## config.mk

```make
export PLATFORM = sky130hd
export DESIGN_NAME = dmbd_top
export DESIGN_NICKNAME = d
export VERILOG_FILES = /design/src/hw/dmbd_pkg.sv /design/src/hw/dmbd_top.sv
export VERILOG_INCLUDE_DIRS = /design/src /design/src/hw
export SDC_FILE = /design/constraint.sdc
export NUM_CORES = 1
export LEC_CHECK = 0
export BUFFER_PORTS_ARGS = -buffer_cell sky130_fd_sc_hd__buf_2
export CORE_MARGIN = 1
export CORE_UTILIZATION = 62
export DETAILED_ROUTE_END_ITERATION = 12
export HOLD_SLACK_MARGIN = 0.12
export PLACE_DENSITY = 0.8
export SYNTH_ARGS = -nofsm -noshare
export SYNTH_HDL_FRONTEND = slang
export SYNTH_SLANG_ARGS = --single-unit
```

## constraint.sdc

```tcl
create_clock -name i_clk -period 4.1 [get_ports i_clk]
set_input_delay 0.205 -clock i_clk [delete_from_list [all_inputs] [get_ports i_clk]]
set_output_delay 0.205 -clock i_clk [all_outputs]
set_load 0.01 [all_outputs]
```

## src/hw/dmbd_defs.svh

```systemverilog
// constants for the mode register zero/one burst and dll block
`ifndef DMBD_DEFS_SVH
`define DMBD_DEFS_SVH
`define DMBD_SEL_MODE0    3'h0
`define DMBD_SEL_MODE1    3'h1
`define DMBD_SEL_IGNORE   3'h7
`define DMBD_BL_LO        0
`define DMBD_BT_BIT       3
`define DMBD_TM_BIT       7
`define DMBD_DLLRST_BIT   8
`define DMBD_WR_LO        9
`define DMBD_OTF_BIT      12
`define DMBD_AP_BIT       10
`define DMBD_DLLEN_BIT    0
`define DMBD_AL_LO        3
`define DMBD_BL_EIGHT     2'h0
`define DMBD_BL_OTF       2'h1
`define DMBD_BL_CHOP      2'h2
`define DMBD_CL_BASE      8'h09
`define DMBD_WR_LAT       8'h09
`define DMBD_TRP_CLKS     8'h0F
`define DMBD_DLL_LOCK     10'h300
`define DMBD_SLOTS        4'h8
`define DMBD_EIGHT_REF    4'h7
`define DMBD_CHOP_REF     4'h5
`define DMBD_FIFO_W       11
`define DMBD_FIFO_D       16
`endif

```

## src/hw/dmbd_pkg.sv

```systemverilog
// types shared by the mode register zero/one burst and dll block
package dmbd_pkg;
  typedef struct packed {
    logic        cke;
    logic        cs_n;
    logic        act_n;
    logic        ras_n;
    logic        cas_n;
    logic        we_n;
    logic [1:0]  bg;
    logic [1:0]  ba;
    logic [17:0] addr;
    logic [7:0]  dq;
    logic        byte_mask;
  } dmbd_pins_t;

  typedef enum logic [2:0] {
    DMBD_NOP, DMBD_MRS, DMBD_RD, DMBD_WR, DMBD_SRE, DMBD_SRX
  } dmbd_cmd_t;

  typedef struct packed {
    logic [2:0]      ck;
    logic            last_cke;
    dmbd_pins_t      p1;
    dmbd_pins_t      p2;
    logic [17:0]     mode0;
    logic [17:0]     mode1;
    logic            dll_on;
    logic [9:0]      lock_cnt;
    logic            locked;
    logic [7:0]      rd_wait;
    logic [3:0]      rd_slot;
    logic [2:0]      rd_col;
    logic            rd_il;
    logic            rd_chop;
    logic [7:0]      wr_wait;
    logic [3:0]      wr_slot;
    logic            wr_col2;
    logic            wr_chop;
    logic            wr_fix;
    logic            wr_ap;
    logic [7:0][7:0] wbuf;
    logic [7:0]      wmask;
    logic            committing;
    logic [3:0]      commit_idx;
    logic [7:0]      recov;
    logic [7:0][7:0] mem;
    logic [7:0]      dq;
    logic            dq_oe_n;
    logic            dqs;
  } dmbd_state_t;
endpackage : dmbd_pkg

```

## src/hw/dmbd_top.sv

```systemverilog
// burst ordering, mode register zero/one decode and dll control
`timescale 1ns/10ps
`include "dmbd_defs.svh"

module dmbd_fifo #(
  parameter int WIDTH = `DMBD_FIFO_W,
  parameter int DEPTH = `DMBD_FIFO_D
) (
  input  wire logic             i_clk,
  input  wire logic             i_srst,
  input  wire logic             i_in_valid,
  output logic                  o_in_ready,
  input  wire logic [WIDTH-1:0] i_in_data,
  output logic                  o_out_valid,
  input  wire logic             i_out_ready,
  output logic [WIDTH-1:0]      o_out_data
);
  localparam int AW = $clog2(DEPTH);
  logic [DEPTH-1:0][WIDTH-1:0] buf_r;
  logic [AW-1:0]               wp_r;
  logic [AW-1:0]               rp_r;
  logic [AW:0]                 cnt_r;
  logic                        push;
  logic                        pop;

  assign o_in_ready  = (cnt_r != (AW+1)'(DEPTH));
  assign o_out_valid = (cnt_r != '0);
  assign o_out_data  = buf_r[rp_r];
  assign push        = i_in_valid & o_in_ready;
  assign pop         = o_out_valid & i_out_ready;

  always_ff @(posedge i_clk)
  begin
    if (i_srst)
    begin
      wp_r  <= '0;
      rp_r  <= '0;
      cnt_r <= '0;
    end
    else
    begin
      if (push)
      begin
        buf_r[wp_r] <= i_in_data;
        wp_r        <= wp_r + 1'b1;
      end
      if (pop)
        rp_r <= rp_r + 1'b1;
      if (push & ~pop)
        cnt_r <= cnt_r + 1'b1;
      else if (pop & ~push)
        cnt_r <= cnt_r - 1'b1;
    end
  end
endmodule : dmbd_fifo

module dmbd_top (
  input  wire logic                i_clk,
  input  wire logic                i_srst,
  input  wire logic                i_link_ck,
  input  wire dmbd_pkg::dmbd_pins_t i_pins,
  input  wire logic                i_wr_crc_en,
  input  wire logic                i_byte_mask_en,
  input  wire logic                i_crc_ok,
  input  wire logic                i_write_term_en,
  input  wire logic                i_array_ready,
  output logic [7:0]               o_dq,
  output logic                     o_dq_oe_n,
  output logic                     o_dqs,
  output logic                     o_dqs_oe_n,
  output logic                     o_interleaved,
  output logic [1:0]               o_burst_mode,
  output logic [7:0]               o_total_read_latency,
  output logic                     o_dll_active,
  output logic                     o_dll_locked,
  output logic                     o_bank_busy,
  output logic                     o_write_busy
);
  dmbd_pkg::dmbd_state_t s_r;
  dmbd_pkg::dmbd_state_t s_nxt;
  dmbd_pkg::dmbd_cmd_t   cmd;
  logic                  edge_hit;
  logic                  f_in_valid;
  logic                  f_in_ready;
  logic [10:0]           f_in_data;
  logic                  f_out_valid;
  logic [10:0]           f_out_data;

  function automatic logic [2:0] read_col(input logic [2:0] start,
                                          input logic [2:0] beat,
                                          input logic       il);
    if (il)
      read_col = start ^ beat;
    else
      read_col = {start[2] ^ beat[2], 2'(start[1:0] + beat[1:0])};
  endfunction : read_col

  function automatic logic [7:0] recov_clks(input logic [2:0] code);
    case (code)
      3'h0: recov_clks = 8'h0A;
      3'h1: recov_clks = 8'h0C;
      3'h2: recov_clks = 8'h0E;
      3'h3: recov_clks = 8'h10;
      3'h4: recov_clks = 8'h12;
      3'h5: recov_clks = 8'h14;
      default: recov_clks = 8'h18;
    endcase
  endfunction : recov_clks

  function automatic logic [7:0] rtp_clks(input logic [2:0] code);
    case (code)
      3'h6: rtp_clks = 8'h0C;
      3'h7: rtp_clks = 8'h0C;
      default: rtp_clks = 8'(8'h05 + {5'h00, code});
    endcase
  endfunction : rtp_clks

  function automatic logic [7:0] read_lat(input logic [17:0] m0,
                                          input logic [17:0] m1);
    logic [7:0] cl;
    cl = 8'(`DMBD_CL_BASE + {3'h0, m0[12], m0[6:4], m0[2]});
    case (m1[`DMBD_AL_LO +: 2])
      2'h1: read_lat = 8'(cl + cl - 8'h01);
      2'h2: read_lat = 8'(cl + cl - 8'h02);
      default: read_lat = cl;
    endcase
  endfunction : read_lat

  assign edge_hit = s_r.ck[1] & ~s_r.ck[2];

  always_comb
  begin
    cmd = dmbd_pkg::DMBD_NOP;
    // cke rise between two link edges
    if (s_r.p2.cke & ~s_r.last_cke)
      cmd = dmbd_pkg::DMBD_SRX;
    else if (!s_r.p2.cs_n && s_r.p2.act_n)
    begin
      case ({s_r.p2.ras_n, s_r.p2.cas_n, s_r.p2.we_n})
        3'h0: cmd = dmbd_pkg::DMBD_MRS;
        3'h1: cmd = s_r.p2.cke ? dmbd_pkg::DMBD_NOP : dmbd_pkg::DMBD_SRE;
        3'h4: cmd = dmbd_pkg::DMBD_WR;
        3'h5: cmd = dmbd_pkg::DMBD_RD;
        default: cmd = dmbd_pkg::DMBD_NOP;
      endcase
    end
  end

  always_comb
  begin
    s_nxt    = s_r;
    s_nxt.ck = {s_r.ck[1:0], i_link_ck};
    s_nxt.p1 = i_pins;
    s_nxt.p2 = s_r.p1;
    f_in_valid = 1'b0;
    f_in_data  = {s_r.commit_idx[2:0], s_r.wbuf[s_r.commit_idx[2:0]]};
    if (f_out_valid && i_array_ready)
      s_nxt.mem[f_out_data[10:8]] = f_out_data[7:0];
    if (s_r.committing)
    begin
      if (s_r.commit_idx == `DMBD_SLOTS)
        s_nxt.committing = 1'b0;
      else if (s_r.wmask[s_r.commit_idx[2:0]])
        s_nxt.commit_idx = s_r.commit_idx + 4'h1;
      else
      begin
        f_in_valid = 1'b1;
        if (f_in_ready)
          s_nxt.commit_idx = s_r.commit_idx + 4'h1;
      end
    end
    if (edge_hit)
    begin
      s_nxt.last_cke = s_r.p2.cke;
      if (s_r.recov != 8'h00)
        s_nxt.recov = s_r.recov - 8'h01;
      if (s_r.lock_cnt != 10'h000)
      begin
        s_nxt.lock_cnt = s_r.lock_cnt - 10'h001;
        s_nxt.locked   = (s_r.lock_cnt == 10'h001);
      end
      // read beats
      if (s_r.rd_slot != 4'h0)
      begin
        s_nxt.dq = s_r.mem[read_col(s_r.rd_col, s_r.rd_slot[2:0],
                                    s_r.rd_il)];
        s_nxt.dq_oe_n = s_r.rd_chop & s_r.rd_slot[2];
        s_nxt.dqs     = ~s_r.dqs;
        s_nxt.rd_slot = s_r.rd_slot + 4'h1;
        if (s_r.rd_slot == `DMBD_SLOTS)
        begin
          s_nxt.rd_slot = 4'h0;
          s_nxt.dq_oe_n = 1'b1;
          s_nxt.dqs     = 1'b0;
        end
      end
      if (s_r.rd_wait != 8'h00)
      begin
        s_nxt.rd_wait = s_r.rd_wait - 8'h01;
        if (s_r.rd_wait == 8'h01)
        begin
          s_nxt.dq      = s_r.mem[s_r.rd_col];
          s_nxt.dq_oe_n = 1'b0;
          s_nxt.dqs     = 1'b1;
          s_nxt.rd_slot = 4'h1;
        end
      end
      // write beats, in column order
      if (s_r.wr_slot != 4'h0)
      begin
        // slot eight and chopped tail beats carry no data
        if (!s_r.wr_slot[3] && (!s_r.wr_chop || !s_r.wr_slot[2]))
        begin
          s_nxt.wbuf[{s_r.wr_chop ? s_r.wr_col2 : s_r.wr_slot[2],
                      s_r.wr_slot[1:0]}] = s_r.p2.dq;
          s_nxt.wmask[{s_r.wr_chop ? s_r.wr_col2 : s_r.wr_slot[2],
                       s_r.wr_slot[1:0]}] = s_r.p2.byte_mask;
        end
        if (s_r.wr_ap && s_r.wr_slot ==
            (s_r.wr_fix ? `DMBD_CHOP_REF : `DMBD_EIGHT_REF))
          s_nxt.recov = 8'(recov_clks(s_r.mode0[`DMBD_WR_LO +: 3])
                           + `DMBD_TRP_CLKS);
        s_nxt.wr_slot = s_r.wr_slot + 4'h1;
        if (s_r.wr_slot == `DMBD_SLOTS)
        begin
          s_nxt.wr_slot    = 4'h0;
          s_nxt.commit_idx = 4'h0;
          s_nxt.committing = ~(i_wr_crc_en & i_byte_mask_en & ~i_crc_ok);
        end
      end
      if (s_r.wr_wait != 8'h00)
      begin
        s_nxt.wr_wait = s_r.wr_wait - 8'h01;
        if (s_r.wr_wait == 8'h01)
        begin
          s_nxt.wr_slot = 4'h1;
          s_nxt.wmask   = 8'hFF;
          s_nxt.wbuf[{s_r.wr_chop & s_r.wr_col2, 2'h0}] = s_r.p2.dq;
          s_nxt.wmask[{s_r.wr_chop & s_r.wr_col2, 2'h0}] = s_r.p2.byte_mask;
        end
      end
      case (cmd)
        dmbd_pkg::DMBD_MRS:
        begin
          if ({s_r.p2.bg[0], s_r.p2.ba} == `DMBD_SEL_MODE0)
          begin
            s_nxt.mode0 = s_r.p2.addr;
            s_nxt.mode0[`DMBD_DLLRST_BIT] = 1'b0;
            if (s_r.p2.addr[`DMBD_DLLRST_BIT])
            begin
              s_nxt.lock_cnt = `DMBD_DLL_LOCK;
              s_nxt.locked   = 1'b0;
            end
          end
          else if ({s_r.p2.bg[0], s_r.p2.ba} == `DMBD_SEL_MODE1)
          begin
            s_nxt.mode1  = s_r.p2.addr;
            s_nxt.dll_on = s_r.p2.addr[`DMBD_DLLEN_BIT];
          end
        end
        dmbd_pkg::DMBD_RD:
        begin
          s_nxt.rd_wait = read_lat(s_r.mode0, s_r.mode1);
          s_nxt.rd_col  = s_r.p2.addr[2:0];
          s_nxt.rd_il   = s_r.mode0[`DMBD_BT_BIT];
          s_nxt.rd_chop = (s_r.mode0[1:0] == `DMBD_BL_CHOP) ||
                          ((s_r.mode0[1:0] == `DMBD_BL_OTF) &&
                           !s_r.p2.addr[`DMBD_OTF_BIT]);
          if (s_r.p2.addr[`DMBD_AP_BIT])
            s_nxt.recov = 8'(rtp_clks(s_r.mode0[`DMBD_WR_LO +: 3])
                             + `DMBD_TRP_CLKS);
        end
        dmbd_pkg::DMBD_WR:
        begin
          if (!i_write_term_en || s_r.locked)
          begin
            s_nxt.wr_wait = `DMBD_WR_LAT;
            s_nxt.wr_col2 = s_r.p2.addr[2];
            s_nxt.wr_ap   = s_r.p2.addr[`DMBD_AP_BIT];
            s_nxt.wr_fix  = (s_r.mode0[1:0] == `DMBD_BL_CHOP);
            s_nxt.wr_chop = (s_r.mode0[1:0] == `DMBD_BL_CHOP) ||
                            ((s_r.mode0[1:0] == `DMBD_BL_OTF) &&
                             !s_r.p2.addr[`DMBD_OTF_BIT]);
          end
        end
        dmbd_pkg::DMBD_SRE:
        begin
          s_nxt.dll_on = 1'b0;
          s_nxt.locked = 1'b0;
        end
        dmbd_pkg::DMBD_SRX:
          s_nxt.dll_on = s_r.mode1[`DMBD_DLLEN_BIT];
        default:
          s_nxt.dll_on = s_r.dll_on;
      endcase
    end
  end

  always_ff @(posedge i_clk)
  begin
    if (i_srst)
    begin
      s_r          <= '0;
      s_r.dq_oe_n  <= 1'b1;
      s_r.last_cke <= 1'b1;
    end
    else
      s_r <= s_nxt;
  end

  dmbd_fifo #(
    .WIDTH (`DMBD_FIFO_W),
    .DEPTH (`DMBD_FIFO_D)
  ) u_fifo (
    .i_clk       (i_clk),
    .i_srst      (i_srst),
    .i_in_valid  (f_in_valid),
    .o_in_ready  (f_in_ready),
    .i_in_data   (f_in_data),
    .o_out_valid (f_out_valid),
    .i_out_ready (i_array_ready),
    .o_out_data  (f_out_data)
  );

  assign o_dq                 = s_r.dq;
  assign o_dq_oe_n            = s_r.dq_oe_n;
  assign o_dqs                = s_r.dqs;
  assign o_dqs_oe_n           = s_r.dq_oe_n;
  assign o_interleaved        = s_r.mode0[`DMBD_BT_BIT];
  assign o_burst_mode         = s_r.mode0[1:0];
  assign o_total_read_latency = read_lat(s_r.mode0, s_r.mode1);
  assign o_dll_active         = s_r.dll_on;
  assign o_dll_locked         = s_r.locked;
  assign o_bank_busy          = (s_r.recov != 8'h00);
  assign o_write_busy         = s_r.committing | f_out_valid;
endmodule : dmbd_top

```

==> results.sh <==
export IMPL_status="complete, no violations"
export IMPL_cts_resized_gates=0
export IMPL_async_flop_share=0
export IMPL_grt_pass1_wl_um=71900
export IMPL_grt_max_degree=79
export IMPL_dieWidth_um=184
export IMPL_initial_core_util=0.631
export IMPL_post_place_ws_ns=0.606
export IMPL_overflow=0
export IMPL_worstPathArrival_ns=3.99
export IMPL_path_clk_slew_ns=0.06
export IMPL_drive_above_1_share=0.169
export IMPL_rows=66
export IMPL_p_leak_nw=8.57
export IMPL_synth_seq_cells=471
export IMPL_critPathMaxFanout=6
export IMPL_dp_hpwl_um=27700
export IMPL_drt_iter0_markers=1083
export IMPL_synth_flop_cell="dfxtp_1"
export IMPL_postCtsSetupBuffers=0
export IMPL_fin_util=0.707
export IMPL_powerDensity_mw_per_mm2=455
export IMPL_ios=71
export IMPL_via_count=13524
export IMPL_drt_first_pass_iters=5
export IMPL_drc=0
export IMPL_yosysSeqAreaShare=0.544
export IMPL_num_antenna_cells=0
export IMPL_synth_area_leaders="dfxtp_1 (29%), edfxtp_1 (26%), mux4_2 (11%)"
export IMPL_gp_congestion=0.859
export IMPL_die_h_um=184
export IMPL_yosysWarnings=0
export IMPL_setup_ws_ns=0.547
export IMPL_worstSetupEndpointType="register"
export IMPL_min_period_over_period=0.867
export IMPL_grt_usage=0.272
export IMPL_wl_met1_um=18900
export IMPL_routed_top_layer="met4"
export IMPL_crit_path_start_kind="register"
export IMPL_synth_edf_count=176
export IMPL_via_per_inst=6.02
export IMPL_syn_area_sq_mm=0.0206
export IMPL_die_area_sq_mm=0.0339
export IMPL_synth_top_cell_by_area="dfxtp_1"
export IMPL_holdBufCountCts=34
export IMPL_dr_wl_met2_um=22800
export IMPL_syn_inst=1707
export IMPL_postRouteAntennaNets=0
export IMPL_final_max_slew_violation_count=0
export IMPL_numCtsBuffers=48
export IMPL_min_period_ns=3.55
export IMPL_wl_met3_um=2390
export IMPL_cts_sinks=471
export IMPL_tns_ns=0
export IMPL_critPathRequiredTime_ns=4.54
export IMPL_wl_um=45300
export IMPL_area_growth_pct=12.0
export IMPL_worst_setup_path_type="reg2reg"
export IMPL_tightest_slew_ns=0.986
export IMPL_io_buffers=63
export IMPL_grt_pass1_vias=13428
export IMPL_clk_root_buffer_cell="clkbuf_16"
export IMPL_synth_top_area_share=0.287
export IMPL_syn_nets=1789
export IMPL_clk_path_buf_depth=3
export IMPL_hold_class="in2reg"
export IMPL_holdWs_ns=0.183
export IMPL_fin_cells=2246
export IMPL_finalHoldViolCount=0
export IMPL_final_setup_skew_ns=0.0191
export IMPL_nets=1850
export IMPL_wl_per_cell_um=20.2
export IMPL_core_area_sq_mm=0.0326
export IMPL_finalSetupViolCount=0
export IMPL_cts_max_level=2
export IMPL_irDropWorstVdd_mv=0.322
export IMPL_yosysMostFrequentCell="dfxtp_1"
export IMPL_avgSynthCellArea_sq_um=12.1
export IMPL_synth_distinct_cells=79
export IMPL_tritoncts="yes"
export IMPL_grt_antenna_before_repair=0
export IMPL_dp_cells=2126
export IMPL_slew_limit_headroom=0.334
export IMPL_cap_violations=0
export IMPL_rsz0062_at_grt="no"
export IMPL_clk_latency_ns=0.56
export IMPL_max_freq_mhz=281
export IMPL_synth_common_cells="dfxtp_1 (295), edfxtp_1 (176), nor2_1 (172), mux2i_1 (144)"
## cells in the final DEF, fill, tap and decap left out, types with 6 or more instances in the layout
cell type / n
dfxtp_1: 292
edfxtp_1: 176
nor2_1: 172
mux2i_1: 144
mux4_2: 103
nand2_1: 103
nor2b_1: 76
nand2b_1: 64
buf_2: 62
a21oi_1: 61
clkbuf_16: 50
buf_4: 38
inv_1: 36
ha_1: 36
dlygate4sd3_1: 34
nor3_1: 30
o21ai_0: 27
o21ai_1: 22
xnor2_1: 20
nand3_1: 20
a211oi_1: 19
nand3b_1: 19
xor2_1: 13
o22ai_1: 12
clkbuf_1: 12
mux2_2: 10
nand4_1: 10
nor4_1: 9
nor3b_1: 8
or3_1: 8
clkinv_2: 8
clkinv_1: 7
a22oi_1: 6
clkbuf_8: 6
## where the power goes
part / internal [mW] / leakage [nW] / switching [mW]
clock network: 2.39 / 0.743 / 1.77
registers: 4.94 / 4.10 / 0.161
logic: 0.605 / 3.73 / 0.627
## critical path, cell delays in order (launching register included)
cell and delay (ns):
dfxtp_2 0.39, mux4_2 0.52, mux2_2 0.30, and3b_1 0.44
ha_1 0.29, inv_1 0.10, ha_1 0.32, nor2b_1 0.18
o21a_1 0.19, or3_1 0.31, a21oi_1 0.20, xnor2_1 0.14
nor2_1 0.05
## final cells by class
cell class              count  area (sq um)
clock buffers              68          1370
clock inverters            18           134
fillers                  2157          9570
inverters                  38           143
multi-input cells        1074          8710
flip-flops and latches    471         11200
well taps                 442           553
repair buffers            135           950
## per-stage QoR
step / power (mW) / instance area (sq um)
after global routing: 10.8 / 23100
after floorplan: 6.10 / 20600
final: 10.5 / 23100
after global placement: 6.33 / 21200
after detailed placement: 6.38 / 21200
after CTS: 10.5 / 23100
## kinds of logic (layout without fill, tap and decap cells)
group / after synthesis / in the layout / share of synthesized area
and+or+nand+nor: 554 / 554 / 0.138
DFF: 471 / 471 / 0.544
muxes: 257 / 257 / 0.188
AOI/OAI and AO/OA: 191 / 191 / 0.0579
buffers and inverters: 162 / 259 / 0.0336
adders and majority gates: 37 / 37 / 0.0229
xor gates and xnor gates: 35 / 35 / 0.0156
## registers in the layout, indices dropped and copies added, names as in the netlist
name / count
f_in_data: 3
o_burst_mode: 2
o_dll_active: 1
o_dll_locked: 1
o_dq: 8
o_dq_oe_n: 1
o_dqs: 1
o_interleaved: 1
s_nxt: 32
s_r: 232
u_fifo.buf_r: 176
u_fifo.cnt_r: 5
u_fifo.rp_r: 4
u_fifo.wp_r: 4
## metal layers
metal,vias up,global-route usage
li1,6285,-
met1,6721,0.352
met2,431,0.467
met3,87,0.0421
met4,0,0.0933
met5,-,0
## worst paths after layout
kind	cells after the start	end	slack (ns)	from
max	12	u_fifo.cnt_r[4]	0.55	f_in_data[8]
min	4	u_fifo.rp_r[1]	0.18	i_array_ready
max reg2reg	12	u_fifo.cnt_r[4]	0.55	f_in_data[8]
min reg2reg	1	s_r[241]	0.43	s_nxt[241]
(Power assumes the default switching activity.)
